[src/pkg/xcvr_map.svh]
`ifndef XCVR_MAP_SVH
`define XCVR_MAP_SVH

// ==========================================================================
// Data path width
// ==========================================================================
`define XCVR_DATA_W 8

// ==========================================================================
// Register bus geometry and byte addresses
// ==========================================================================
`define XCVR_ADDR_W 4
`define XCVR_BUS_W 32
`define XCVR_BE_W 4
`define XCVR_CTRL_ADDR 4'h0
`define XCVR_STATUS_ADDR 4'h4

// ==========================================================================
// Control register field positions
// ==========================================================================
`define XCVR_CTRL_FWD_MODE_LO 0
`define XCVR_CTRL_FWD_MODE_HI 1
`define XCVR_CTRL_RET_MODE_LO 2
`define XCVR_CTRL_RET_MODE_HI 3
`define XCVR_CTRL_LOOPBACK 4
`define XCVR_CTRL_CARD_OE 5
`define XCVR_CTRL_BP_EN 6
`define XCVR_CTRL_BP_EN_N 7
`define XCVR_CTRL_SLOPE 8
`define XCVR_CTRL_W 9
`define XCVR_CTRL_RESET 9'h080

// ==========================================================================
// Status register field positions
// ==========================================================================
`define XCVR_STAT_FWD_LSB 0
`define XCVR_STAT_RET_LSB 8
`define XCVR_STAT_FWD_STROBE 16
`define XCVR_STAT_RET_STROBE 17

// ==========================================================================
// Mode field encodings
// ==========================================================================
`define XCVR_MODE_BUFFER 2'h0
`define XCVR_MODE_FLOP 2'h1

`endif

[src/pkg/xcvr_pkg.sv]
`include "xcvr_map.svh"

package xcvr_pkg;

  // ========================================================================
  // Logic element kinds, one-hot.
  // ========================================================================
  typedef enum logic [2:0] {
    elem_buffer = 3'h1,
    elem_flop = 3'h2,
    elem_latch = 3'h4
  } element_kind_t;

  // ========================================================================
  // Register bus handshake states, one-hot.
  // ========================================================================
  typedef enum logic [1:0] {
    bus_idle = 2'h1,
    bus_answer = 2'h2
  } bus_state_t;

  // ========================================================================
  // Software control fields.
  // ========================================================================
  typedef struct packed {
    logic slope_select;
    logic backplane_enable_n;
    logic backplane_enable;
    logic card_output_enable;
    logic loopback;
    logic return_mode_hi;
    logic return_mode_lo;
    logic forward_mode_hi;
    logic forward_mode_lo;
  } ctrl_t;

  // ========================================================================
  // Avalon-MM slave signals.
  // ========================================================================
  typedef struct packed {
    logic [`XCVR_ADDR_W-1:0] address;
    logic read;
    logic write;
    logic [`XCVR_BUS_W-1:0] writedata;
    logic [`XCVR_BE_W-1:0] byteenable;
  } avm_req_t;

  typedef struct packed {
    logic [`XCVR_BUS_W-1:0] readdata;
    logic waitrequest;
  } avm_rsp_t;

  // ========================================================================
  // State of one logic element; it carries no reset.
  // ========================================================================
  typedef struct packed {
    logic [`XCVR_DATA_W-1:0] held;
    logic strobe_prev;
  } element_state_t;

  // ========================================================================
  // State of the transceiver top.
  // ========================================================================
  typedef struct packed {
    bus_state_t bus;
    ctrl_t ctrl;
    avm_rsp_t rsp;
    logic [`XCVR_DATA_W-1:0] card_output;
    logic [`XCVR_DATA_W-1:0] card_output_oe;
    logic [`XCVR_DATA_W-1:0] backplane_oe;
    logic slow_edge_rate;
  } xcvr_state_t;

  // Decodes a two-bit mode field; a high upper bit always means latch.
  function automatic element_kind_t decode_mode(input logic [1:0] mode);
    element_kind_t kind;
    kind = elem_latch;
    if (mode == `XCVR_MODE_BUFFER)
    begin
      kind = elem_buffer;
    end
    else if (mode == `XCVR_MODE_FLOP)
    begin
      kind = elem_flop;
    end
    return kind;
  endfunction

endpackage

[src/rtl/bus_transceiver.sv]
// Local design decisions: the Avalon-MM slave port and the address map.
`timescale 1ns/100ps


module bus_transceiver
  import xcvr_pkg::*;
(
  input wire logic sys_clk,
  input wire logic arst_n,
  input wire logic [`XCVR_ADDR_W-1:0] avs_address,
  input wire logic avs_read,
  input wire logic avs_write,
  input wire logic [`XCVR_BUS_W-1:0] avs_writedata,
  input wire logic [`XCVR_BE_W-1:0] avs_byteenable,
  output logic [`XCVR_BUS_W-1:0] avs_readdata,
  output logic avs_waitrequest,
  input wire logic [`XCVR_DATA_W-1:0] card_input,
  output logic [`XCVR_DATA_W-1:0] card_output,
  output logic [`XCVR_DATA_W-1:0] card_output_oe,
  input wire logic [`XCVR_DATA_W-1:0] backplane_in,
  output logic [`XCVR_DATA_W-1:0] backplane_out,
  output logic [`XCVR_DATA_W-1:0] backplane_oe,
  input wire logic forward_capture_strobe,
  input wire logic return_capture_strobe,
  output logic slow_edge_rate
);

  xcvr_state_t state;
  xcvr_state_t next_state;
  avm_req_t req;
  logic [`XCVR_DATA_W-1:0] forward_out;
  logic [`XCVR_DATA_W-1:0] return_in;
  logic [`XCVR_DATA_W-1:0] return_out;
  logic backplane_active;

  // ========================================================================
  // Bus request bundle
  // ========================================================================
  // Gathers the slave inputs into one carrier.
  assign req.address = avs_address;
  assign req.read = avs_read;
  assign req.write = avs_write;
  assign req.writedata = avs_writedata;
  assign req.byteenable = avs_byteenable;

  // ========================================================================
  // Data path elements
  // ========================================================================
  // Card-to-backplane element, fed straight from the card input pins.
  logic_element forward_element (
    .sys_clk(sys_clk),
    .mode({state.ctrl.forward_mode_hi, state.ctrl.forward_mode_lo}),
    .strobe(forward_capture_strobe),
    .data_in(card_input),
    .data_out(forward_out)
  );

  // Return input source: backplane wire level or the forward element.
  assign return_in = state.ctrl.loopback ? forward_out : backplane_in;

  // Backplane-to-card element.
  logic_element return_element (
    .sys_clk(sys_clk),
    .mode({state.ctrl.return_mode_hi, state.ctrl.return_mode_lo}),
    .strobe(return_capture_strobe),
    .data_in(return_in),
    .data_out(return_out)
  );

  // Backplane is active only for the one legal enable combination.
  assign backplane_active = state.ctrl.backplane_enable
    && !state.ctrl.backplane_enable_n;

  // ========================================================================
  // Next-state logic
  // ========================================================================
  // Drives the pins from the elements and runs the register handshake.
  always_comb
  begin
    next_state = state;

    // Card outputs carry the return element and float when disabled.
    next_state.card_output = return_out;
    next_state.card_output_oe =
      {`XCVR_DATA_W{state.ctrl.card_output_enable}};

    // Open-drain backplane pulls low only where the forward data is low.
    next_state.backplane_oe =
      {`XCVR_DATA_W{backplane_active}} & ~forward_out;

    // Slope select level reaches the edge-rate pin one clock later, through the state register.
    next_state.slow_edge_rate = state.ctrl.slope_select;

    case (state.bus)
      bus_idle:
      begin
        next_state.rsp.waitrequest = 1'b1;
        if (req.read || req.write)
        begin
          next_state.rsp.readdata = '0;
          if (req.read && req.address == `XCVR_CTRL_ADDR)
          begin
            next_state.rsp.readdata[`XCVR_CTRL_W-1:0] = state.ctrl;
          end
          else if (req.read && req.address == `XCVR_STATUS_ADDR)
          begin
            next_state.rsp.readdata[`XCVR_STAT_FWD_LSB +: `XCVR_DATA_W] =
              forward_out;
            next_state.rsp.readdata[`XCVR_STAT_RET_LSB +: `XCVR_DATA_W] =
              return_out;
            next_state.rsp.readdata[`XCVR_STAT_FWD_STROBE] =
              forward_capture_strobe;
            next_state.rsp.readdata[`XCVR_STAT_RET_STROBE] =
              return_capture_strobe;
          end
          next_state.rsp.waitrequest = 1'b0;
          next_state.bus = bus_answer;
        end
      end
      bus_answer:
      begin
        // The master samples waitrequest low at this edge; writes land here.
        if (req.write && req.address == `XCVR_CTRL_ADDR)
        begin
          if (req.byteenable[0])
          begin
            next_state.ctrl.forward_mode_lo =
              req.writedata[`XCVR_CTRL_FWD_MODE_LO];
            next_state.ctrl.forward_mode_hi =
              req.writedata[`XCVR_CTRL_FWD_MODE_HI];
            next_state.ctrl.return_mode_lo =
              req.writedata[`XCVR_CTRL_RET_MODE_LO];
            next_state.ctrl.return_mode_hi =
              req.writedata[`XCVR_CTRL_RET_MODE_HI];
            next_state.ctrl.loopback = req.writedata[`XCVR_CTRL_LOOPBACK];
            next_state.ctrl.card_output_enable =
              req.writedata[`XCVR_CTRL_CARD_OE];
            next_state.ctrl.backplane_enable =
              req.writedata[`XCVR_CTRL_BP_EN];
            next_state.ctrl.backplane_enable_n =
              req.writedata[`XCVR_CTRL_BP_EN_N];
          end
          if (req.byteenable[1])
          begin
            next_state.ctrl.slope_select = req.writedata[`XCVR_CTRL_SLOPE];
          end
        end
        next_state.rsp.waitrequest = 1'b1;
        next_state.bus = bus_idle;
      end
      default:
      begin
        next_state.rsp.waitrequest = 1'b1;
        next_state.bus = bus_idle;
      end
    endcase
  end

  // ========================================================================
  // State register
  // ========================================================================
  // Control and pin state reset; element storage lives in the elements.
  always_ff @(posedge sys_clk or negedge arst_n)
  begin
    if (!arst_n)
    begin
      state.bus <= bus_idle;
      state.ctrl <= `XCVR_CTRL_RESET;
      state.rsp.readdata <= '0;
      state.rsp.waitrequest <= 1'b1;
      state.card_output <= '0;
      state.card_output_oe <= '0;
      state.backplane_oe <= '0;
      state.slow_edge_rate <= 1'b0;
    end
    else
    begin
      state <= next_state;
    end
  end

  // ========================================================================
  // Outputs
  // ========================================================================
  // Outputs come from the state register except backplane_out, tied low; open drain never drives high.
  assign avs_readdata = state.rsp.readdata;
  assign avs_waitrequest = state.rsp.waitrequest;
  assign card_output = state.card_output;
  assign card_output_oe = state.card_output_oe;
  assign backplane_out = '0;
  assign backplane_oe = state.backplane_oe;
  assign slow_edge_rate = state.slow_edge_rate;

endmodule // bus_transceiver

[src/rtl/logic_element.sv]
`timescale 1ns/100ps

module logic_element
  import xcvr_pkg::*;
(
  input wire logic sys_clk,
  input wire logic [1:0] mode,
  input wire logic strobe,
  input wire logic [`XCVR_DATA_W-1:0] data_in,
  output logic [`XCVR_DATA_W-1:0] data_out
);

  element_state_t state;
  element_state_t next_state;
  element_kind_t kind;

  // Decodes the mode field once for both the output and the update.
  assign kind = decode_mode(mode);

  // ========================================================================
  // Output selection
  // ========================================================================
  // Buffer passes through, flop shows the held value, latch is transparent
  // while the strobe is high.
  always_comb
  begin
    case (kind)
      elem_buffer: data_out = data_in;
      elem_flop: data_out = state.held;
      elem_latch: data_out = strobe ? data_in : state.held;
      default: data_out = data_in;
    endcase
  end

  // ========================================================================
  // Storage update
  // ========================================================================
  // Storage keeps working no matter whether the outputs are enabled.
  always_comb
  begin
    next_state = state;
    next_state.strobe_prev = strobe;
    case (kind)
      elem_flop:
      begin
        if (strobe && !state.strobe_prev)
        begin
          next_state.held = data_in;
        end
      end
      elem_latch:
      begin
        if (strobe)
        begin
          next_state.held = data_in;
        end
      end
      default:
      begin
        next_state.held = state.held;
      end
    endcase
  end

  // Storage has no reset, so contents are unknown until first capture.
  always_ff @(posedge sys_clk)
  begin
    state <= next_state;
  end

endmodule // logic_element

[config.mk]
export PLATFORM = sky130hd
export DESIGN_NAME = bus_transceiver
export DESIGN_NICKNAME = d
export VERILOG_FILES = /design/src/pkg/xcvr_pkg.sv /design/src/rtl/bus_transceiver.sv /design/src/rtl/logic_element.sv
export VERILOG_INCLUDE_DIRS = /design/src /design/src/pkg
export SDC_FILE = /design/constraint.sdc
export NUM_CORES = 1
export LEC_CHECK = 0
export ABC_AREA = 1
export BUFFER_PORTS_ARGS = -buffer_cell sky130_fd_sc_hd__buf_2
export CAP_MARGIN = 5
export CORE_ASPECT_RATIO = 1.25
export CORE_MARGIN = 2
export CORE_UTILIZATION = 50
export DETAILED_ROUTE_END_ITERATION = 16
export GPL_TIMING_DRIVEN = 0
export PLACE_DENSITY = 0.89
export SKIP_LAST_GASP = 1
export SYNTH_ARGS = -nofsm -noshare
export SYNTH_HDL_FRONTEND = slang
export SYNTH_SLANG_ARGS = --single-unit
export TNS_END_PERCENT = 5
[constraint.sdc]
create_clock -name sys_clk -period 1.86 [get_ports sys_clk]
set_input_delay 0.372 -clock sys_clk [delete_from_list [all_inputs] [get_ports sys_clk]]
set_output_delay 0.372 -clock sys_clk [all_outputs]
set_load 0.01 [all_outputs]
# ---- After elaboration in Yosys (flattened, before gate mapping)
# Index checks and enable logic that the tools add are counted.
dict set report totals {
  ff_bits 66
  in_bits 62
}
dict set report op_classes {
  eq_ne 12
  muxes 20
  n_bitwise 2
  n_reduce_logical 20
}
# cell n
set ops {}
lappend ops {{8-bit one-hot mux with 2 select lines} 4}
lappend ops {{8-bit two-way mux} 5}
lappend ops {{18-bit two-way mux} 1}
lappend ops {{9-bit two-way mux} 2}
lappend ops {{3-bit two-way mux} 4}
lappend ops {{8-bit AND} 1}
lappend ops {{8-bit inverter} 1}
lappend ops {{2-bit by 1-bit == test with 1-bit output (second input constant)} 3}
lappend ops {{3-bit by 2-bit == test with 1-bit output (second input constant)} 2}
lappend ops {{3-bit == test (second input constant)} 2}
lappend ops {{1-bit logical AND} 6}
lappend ops {{2-bit AND reduction} 3}
lappend ops {{3-bit AND reduction} 2}
lappend ops {{4-bit by 3-bit == test with 1-bit output (second input constant)} 1}
lappend ops {{2-bit logical NOT} 2}
lappend ops {{4-bit logical NOT} 1}
lappend ops {{2-bit two-way mux} 2}
lappend ops {{2-bit by 1-bit inequality test with 1-bit output (second input constant)} 2}
lappend ops {{2-bit nonzero test} 2}
lappend ops {{1-bit logical NOT} 3}
lappend ops {{2-bit == test (second input constant)} 1}
lappend ops {{1-bit two-way mux} 2}
lappend ops {{2-bit inequality test (second input constant)} 1}
lappend ops {{1-bit logical OR} 1}

# ---- Logic depth before layout (Yosys ltp)
dict set report logic_depth {
  ltp_word 10
  mapped_depth 13
}

# ---- Modules after synthesis
# A second synthesis with hierarchy kept.
dict set report unflattened {
  cells_unflattened 493
  hier_area_um2 3897.5
}
# mod n_inst cells_per_inst area_per_inst_um2 seq_area_each_um2
set modules_own_cells {}
lappend modules_own_cells {bus_transceiver 1 265 2458.6 1204.9}
lappend modules_own_cells {logic_element 2 114 719.4 260.2}

# ---- Worst setup path before layout
# No wires, ideal clock.
dict set report synth_path {
  path_type {input to register}
  from {in return_capture_strobe}
  to {reg return_element.state[1] (netlist name), enable pin}
  setup_time_ns 0.387
  t_arrival_ns 1.425
  path_slack_ns 0.048
  stages 4
  n_path_buf 2
  path_cell_list {buf_2 > buf_4 > inv_1 > o31ai_1}
}
dict set report synth_between {
  elab_chain_cells 3
}
# element line_no
set synth_rtl {}
lappend synth_rtl {{start: declaration} bus_transceiver.sv:24} ;# input wire logic return_capture_strobe,
lappend synth_rtl {{1-bit logical AND} logic_element.sv:46} ;# if (strobe && !state.strobe_prev)
lappend synth_rtl {{2-bit by 1-bit inequality test with 1-bit output (no line)} -}
lappend synth_rtl {{2-bit AND reduction (no line)} -}
lappend synth_rtl {{end signal: assignment} logic_element.sv:68} ;# state <= next_state;
lappend synth_rtl {{end: declaration} logic_element.sv:13} ;# element_state_t state;
# No other way between the ends.
# A chain may end at the register's enable or synchronous reset.

# ---- Worst setup path in the final report
dict set report layout_path {
  from {reg state[61] (netlist name)}
  to {reg return_element.state[4] (netlist name), enable pin}
}
dict set report layout_between {
  elab_chain_cells 6
  word_cells_on_any_way 9
  classes_between {eq/ne (4); mux (2); reduce/logical (3)}
}
# element line_no
set layout_rtl {}
lappend layout_rtl {{start: declaration} bus_transceiver.sv:28} ;# xcvr_state_t state;
lappend layout_rtl {{start signal: assignment} bus_transceiver.sv:178} ;# state <= next_state;
lappend layout_rtl {{2-bit by 1-bit == test with 1-bit output (no line)} -}
lappend layout_rtl {{3-bit two-way mux} xcvr_pkg.sv:82} ;# else if (mode == `XCVR_MODE_FLOP)
lappend layout_rtl {{3-bit two-way mux (*)} xcvr_pkg.sv:78} ;# if (mode == `XCVR_MODE_BUFFER)
lappend layout_rtl {{3-bit by 2-bit == test with 1-bit output or 3-bit == test (tied branches)} logic_element.sv:43} ;# case (kind)
lappend layout_rtl {{2-bit by 1-bit inequality test with 1-bit output (no line) or 2-bit nonzero test (tied branches)} -}
lappend layout_rtl {{2-bit AND reduction (no line) (*)} -}
# Mark *: on every way between the ends. The rest lies on a longest branch, timed or not.

==> key figures <==
Run status
  • Status: complete, no violations

CTS
  • CTS tree: done
  • CTS buffer count: 9
  • Sink Count: 66
  • H-tree levels: 3
  • Reg clk slew, reported paths: around 0.07 ns
  • Clock Tree Buf Depth: 2
  • Skew-Pair Late Insertion Delay: 0.35 ns
  • Root Buffer: clkbuf_8
  • Post CTS Setup Buffer Count: 0

STA
  • Unrepaired setup endpoints after global routing: no
  • Endpoints failing setup: 0
  • Final setup margin: ~0.19 ns
  • Fin crit period: 1.672 ns
  • Setup_tns: 0 ns
  • Fmax: around 600 MHz
  • Min Hold Slack: approximately 0.14 ns
  • Max-slew violations: 0
  • Skew final: 0.006729 ns
  • Relative slew margins: 0.3281
  • Final Hold Fails: 0
  • Final Cycle Share: 0.8992
  • Worst Tran Pin Value: 1.008 ns

Worst setup path
  • Crit path DAT: 1.71 ns
  • Worst Setup Path Type: reg -> reg
  • Worst path required time: 1.90 ns
  • CP endpoint kind: register
  • Worst setup SP type: register
  • Worst r2r path cells: 4
  • Max FO, Critical Path: 10

Finish
  • Area delta synth->final: 20.95%
  • Share of layout cells above drive strength 1: 0.4145
  • FF+latch area: 1725 µm²
  • Fin cells: 659
  • Filler cells: 622
  • Commonest non-fill, non-tap cell in the layout: nand2_1
  • Ant. Diodes: 0
  • Finished Core Util: 0.6185
  • Multi-input logic area: 1364 µm²
  • Most frequent cells in the layout: nand2_1 (104), buf_2 (84), buf_4 (69)
  • Final Cell Area: around 4600 µm²
  • Final Net Count: approximately 620

Synthesis
  • Mapped Cells: roughly 450
  • Synthesized area: 3762 µm²
  • Post-synthesis register bit count: 66
  • Synth warn: 0
  • Syn_area_per_cell: 8.379 µm²
  • Register area share after synthesis: 0.4586
  • Netlist cell types: 28

Floorplan
  • Io pins: ~130
  • Die area: slightly above 8000 µm²
  • Initial core utilization: 0.5114
  • Die W: approximately 80 µm
  • Die Y-Extent: 101.0 µm
  • Row cnt: 35
  • Core area: 7357 µm²

Drt
  • Via count: about 3,200
  • Per-cell routed wire length: 12.48 µm
  • Router iterations before antenna repair: 5
  • Antenna Violating Nets Remaining: 0
  • DRC: 0
  • Final Routed Wirelength: 8224 µm
  • Starting DRT DRC Count: roughly 240
  • Vias per inst: ~4.8

Global route
  • Total GRT Usage: 0.2103
  • First-pass GRT wire length: roughly 13,000 µm
  • Total grt overflow: 0
  • Largest net degree at the start of global routing: 49
  • Antenna violations before repair: 0
  • Number of global-route vias before repair: ~2,900

Power and ir drop
  • Total power: 4.541 mW
  • Max rail drop VDD: 0.4763 mV
  • P_leak: 2.516 nW
  • Power density cells: 997.9 nW/µm²

Flow run
  • Number of max-cap violations: 0

Placement
  • Area after DPL: 4357 µm²
  • Setup WS pre-CTS: -0.5295 ns
  • I/O Buffers: 80
  • GP Congestion: 0.8020
  • Dpl cells: 642
  • HPWL after DPL: 6108 µm

Min path
  • Worst hold stages: 1
  • Type of the most critical hold path: in -> reg
==> cells in the mapped netlist (all sizes together) <==
cell type / instances / area, µm²
edfxtp: 16 / 480.5
nand4: 3 / 18.77
a21oi: 9 / 45.04
mux2: 1 / 11.26
o31ai: 2 / 15.01
nor2: 40 / 168.9
o21ai: 20 / 100.1
inv: 47 / 178.9
nand2: 132 / 565.5
conb: 1 / 3.750
or2: 8 / 50.05
dfstp: 3 / 78.83
and3: 1 / 6.260
nand3: 33 / 235.2
o211ai: 8 / 60.06
buf: 75 / 566.8
clkbuf: 3 / 11.26
dfxtp: 2 / 40.04
dfrtp: 45 / 1126
==> what timing repair did <==
| action | 4_1_cts | 5_1_grt |
|---|---|---|
| hold buffers | 0 | 0 |
| endpoints found under the setup margin | 16 | 0 |
| gates resized for setup | 1 | 0 |
==> worst paths after layout <==
kind	start	endpoint	slack, ns
min in group asynchronous	arst_n	card_output[1]$_DFF_PN0_	0.19
worst min register to register	next_state[9]$_DFFE_PN0P_	card_output_oe[0]$_DFF_PN0_	0.38
max in group asynchronous	arst_n	avs_readdata[7]$_DFFE_PN0P_	1.04
worst max-delay path	state[61]$_DFFE_PN0P_	return_element.state[4]$_DFFE_PP_	0.19
worst min-delay path	forward_capture_strobe	forward_element.state[0]$_DFF_P_	0.14
worst max register to register	state[61]$_DFFE_PN0P_	return_element.state[4]$_DFFE_PP_	0.19
==> state kept, by name (all words and copies together) (netlist names) <==
| name | flops |
|---|---|
| return_element.state | 9 |
| next_state | 2 |
| avs_waitrequest | 1 |
| state | 9 |
| avs_readdata | 18 |
| card_output | 8 |
| backplane_oe | 8 |
| forward_element.state | 9 |
| slow_edge_rate | 1 |
| card_output_oe | 1 |
==> where the power goes <==
| group | leakage [nW] | switching (mW) | internal [mW] |
|---|---|---|---|
| clock | 0.0956 | 0.534 | 0.599 |
| sequential | 0.772 | 0.146 | 1.84 |
| combinational | 1.65 | 0.816 | 0.608 |
| total | 2.52 | 1.50 | 3.05 |
==> cell families after synthesis <==
| family | after synthesis | share of synthesized area |
|---|---|---|
| AND/OR/NAND/NOR | 217 | 0.2777 |
| flip-flops | 66 | 0.4586 |
| AO/OA/AOI/OAI | 39 | 0.05853 |
| multiplexers | 1 | 0.002993 |
| other | 1 | 0.0009967 |
| buffers and inverters | 125 | 0.2012 |
==> routing by layer <==
layer,vias to the layer above,share of wire,GRT usage
li1,1554,-,-
met1,1452,0.40,0.2423
met2,128,0.49,0.3581
met3,19,0.071,0.04839
met4,0,0.032,0.1115
met5,-,0,0
==> final cells by class <==
type | instances | area share
Tap cell | 92 | 0.02530
Buffer | 78 | 0.1270
Clock inverter | 2 | 0.002200
Clock buffer | 14 | 0.03822
Sequential cell | 66 | 0.3792
Timing Repair Buffer | 81 | 0.08908
Inverter | 47 | 0.03932
Multi-Input combinational cell | 279 | 0.2997
==> worst max-delay path: stages (launching register included) <==
cell      delay [ns]
dfrtp_1         0.37
buf_2           0.18
inv_1           0.09
clkbuf_1        0.40
o31ai_2         0.31
Note: power is estimated with default switching activity, not from simulation.
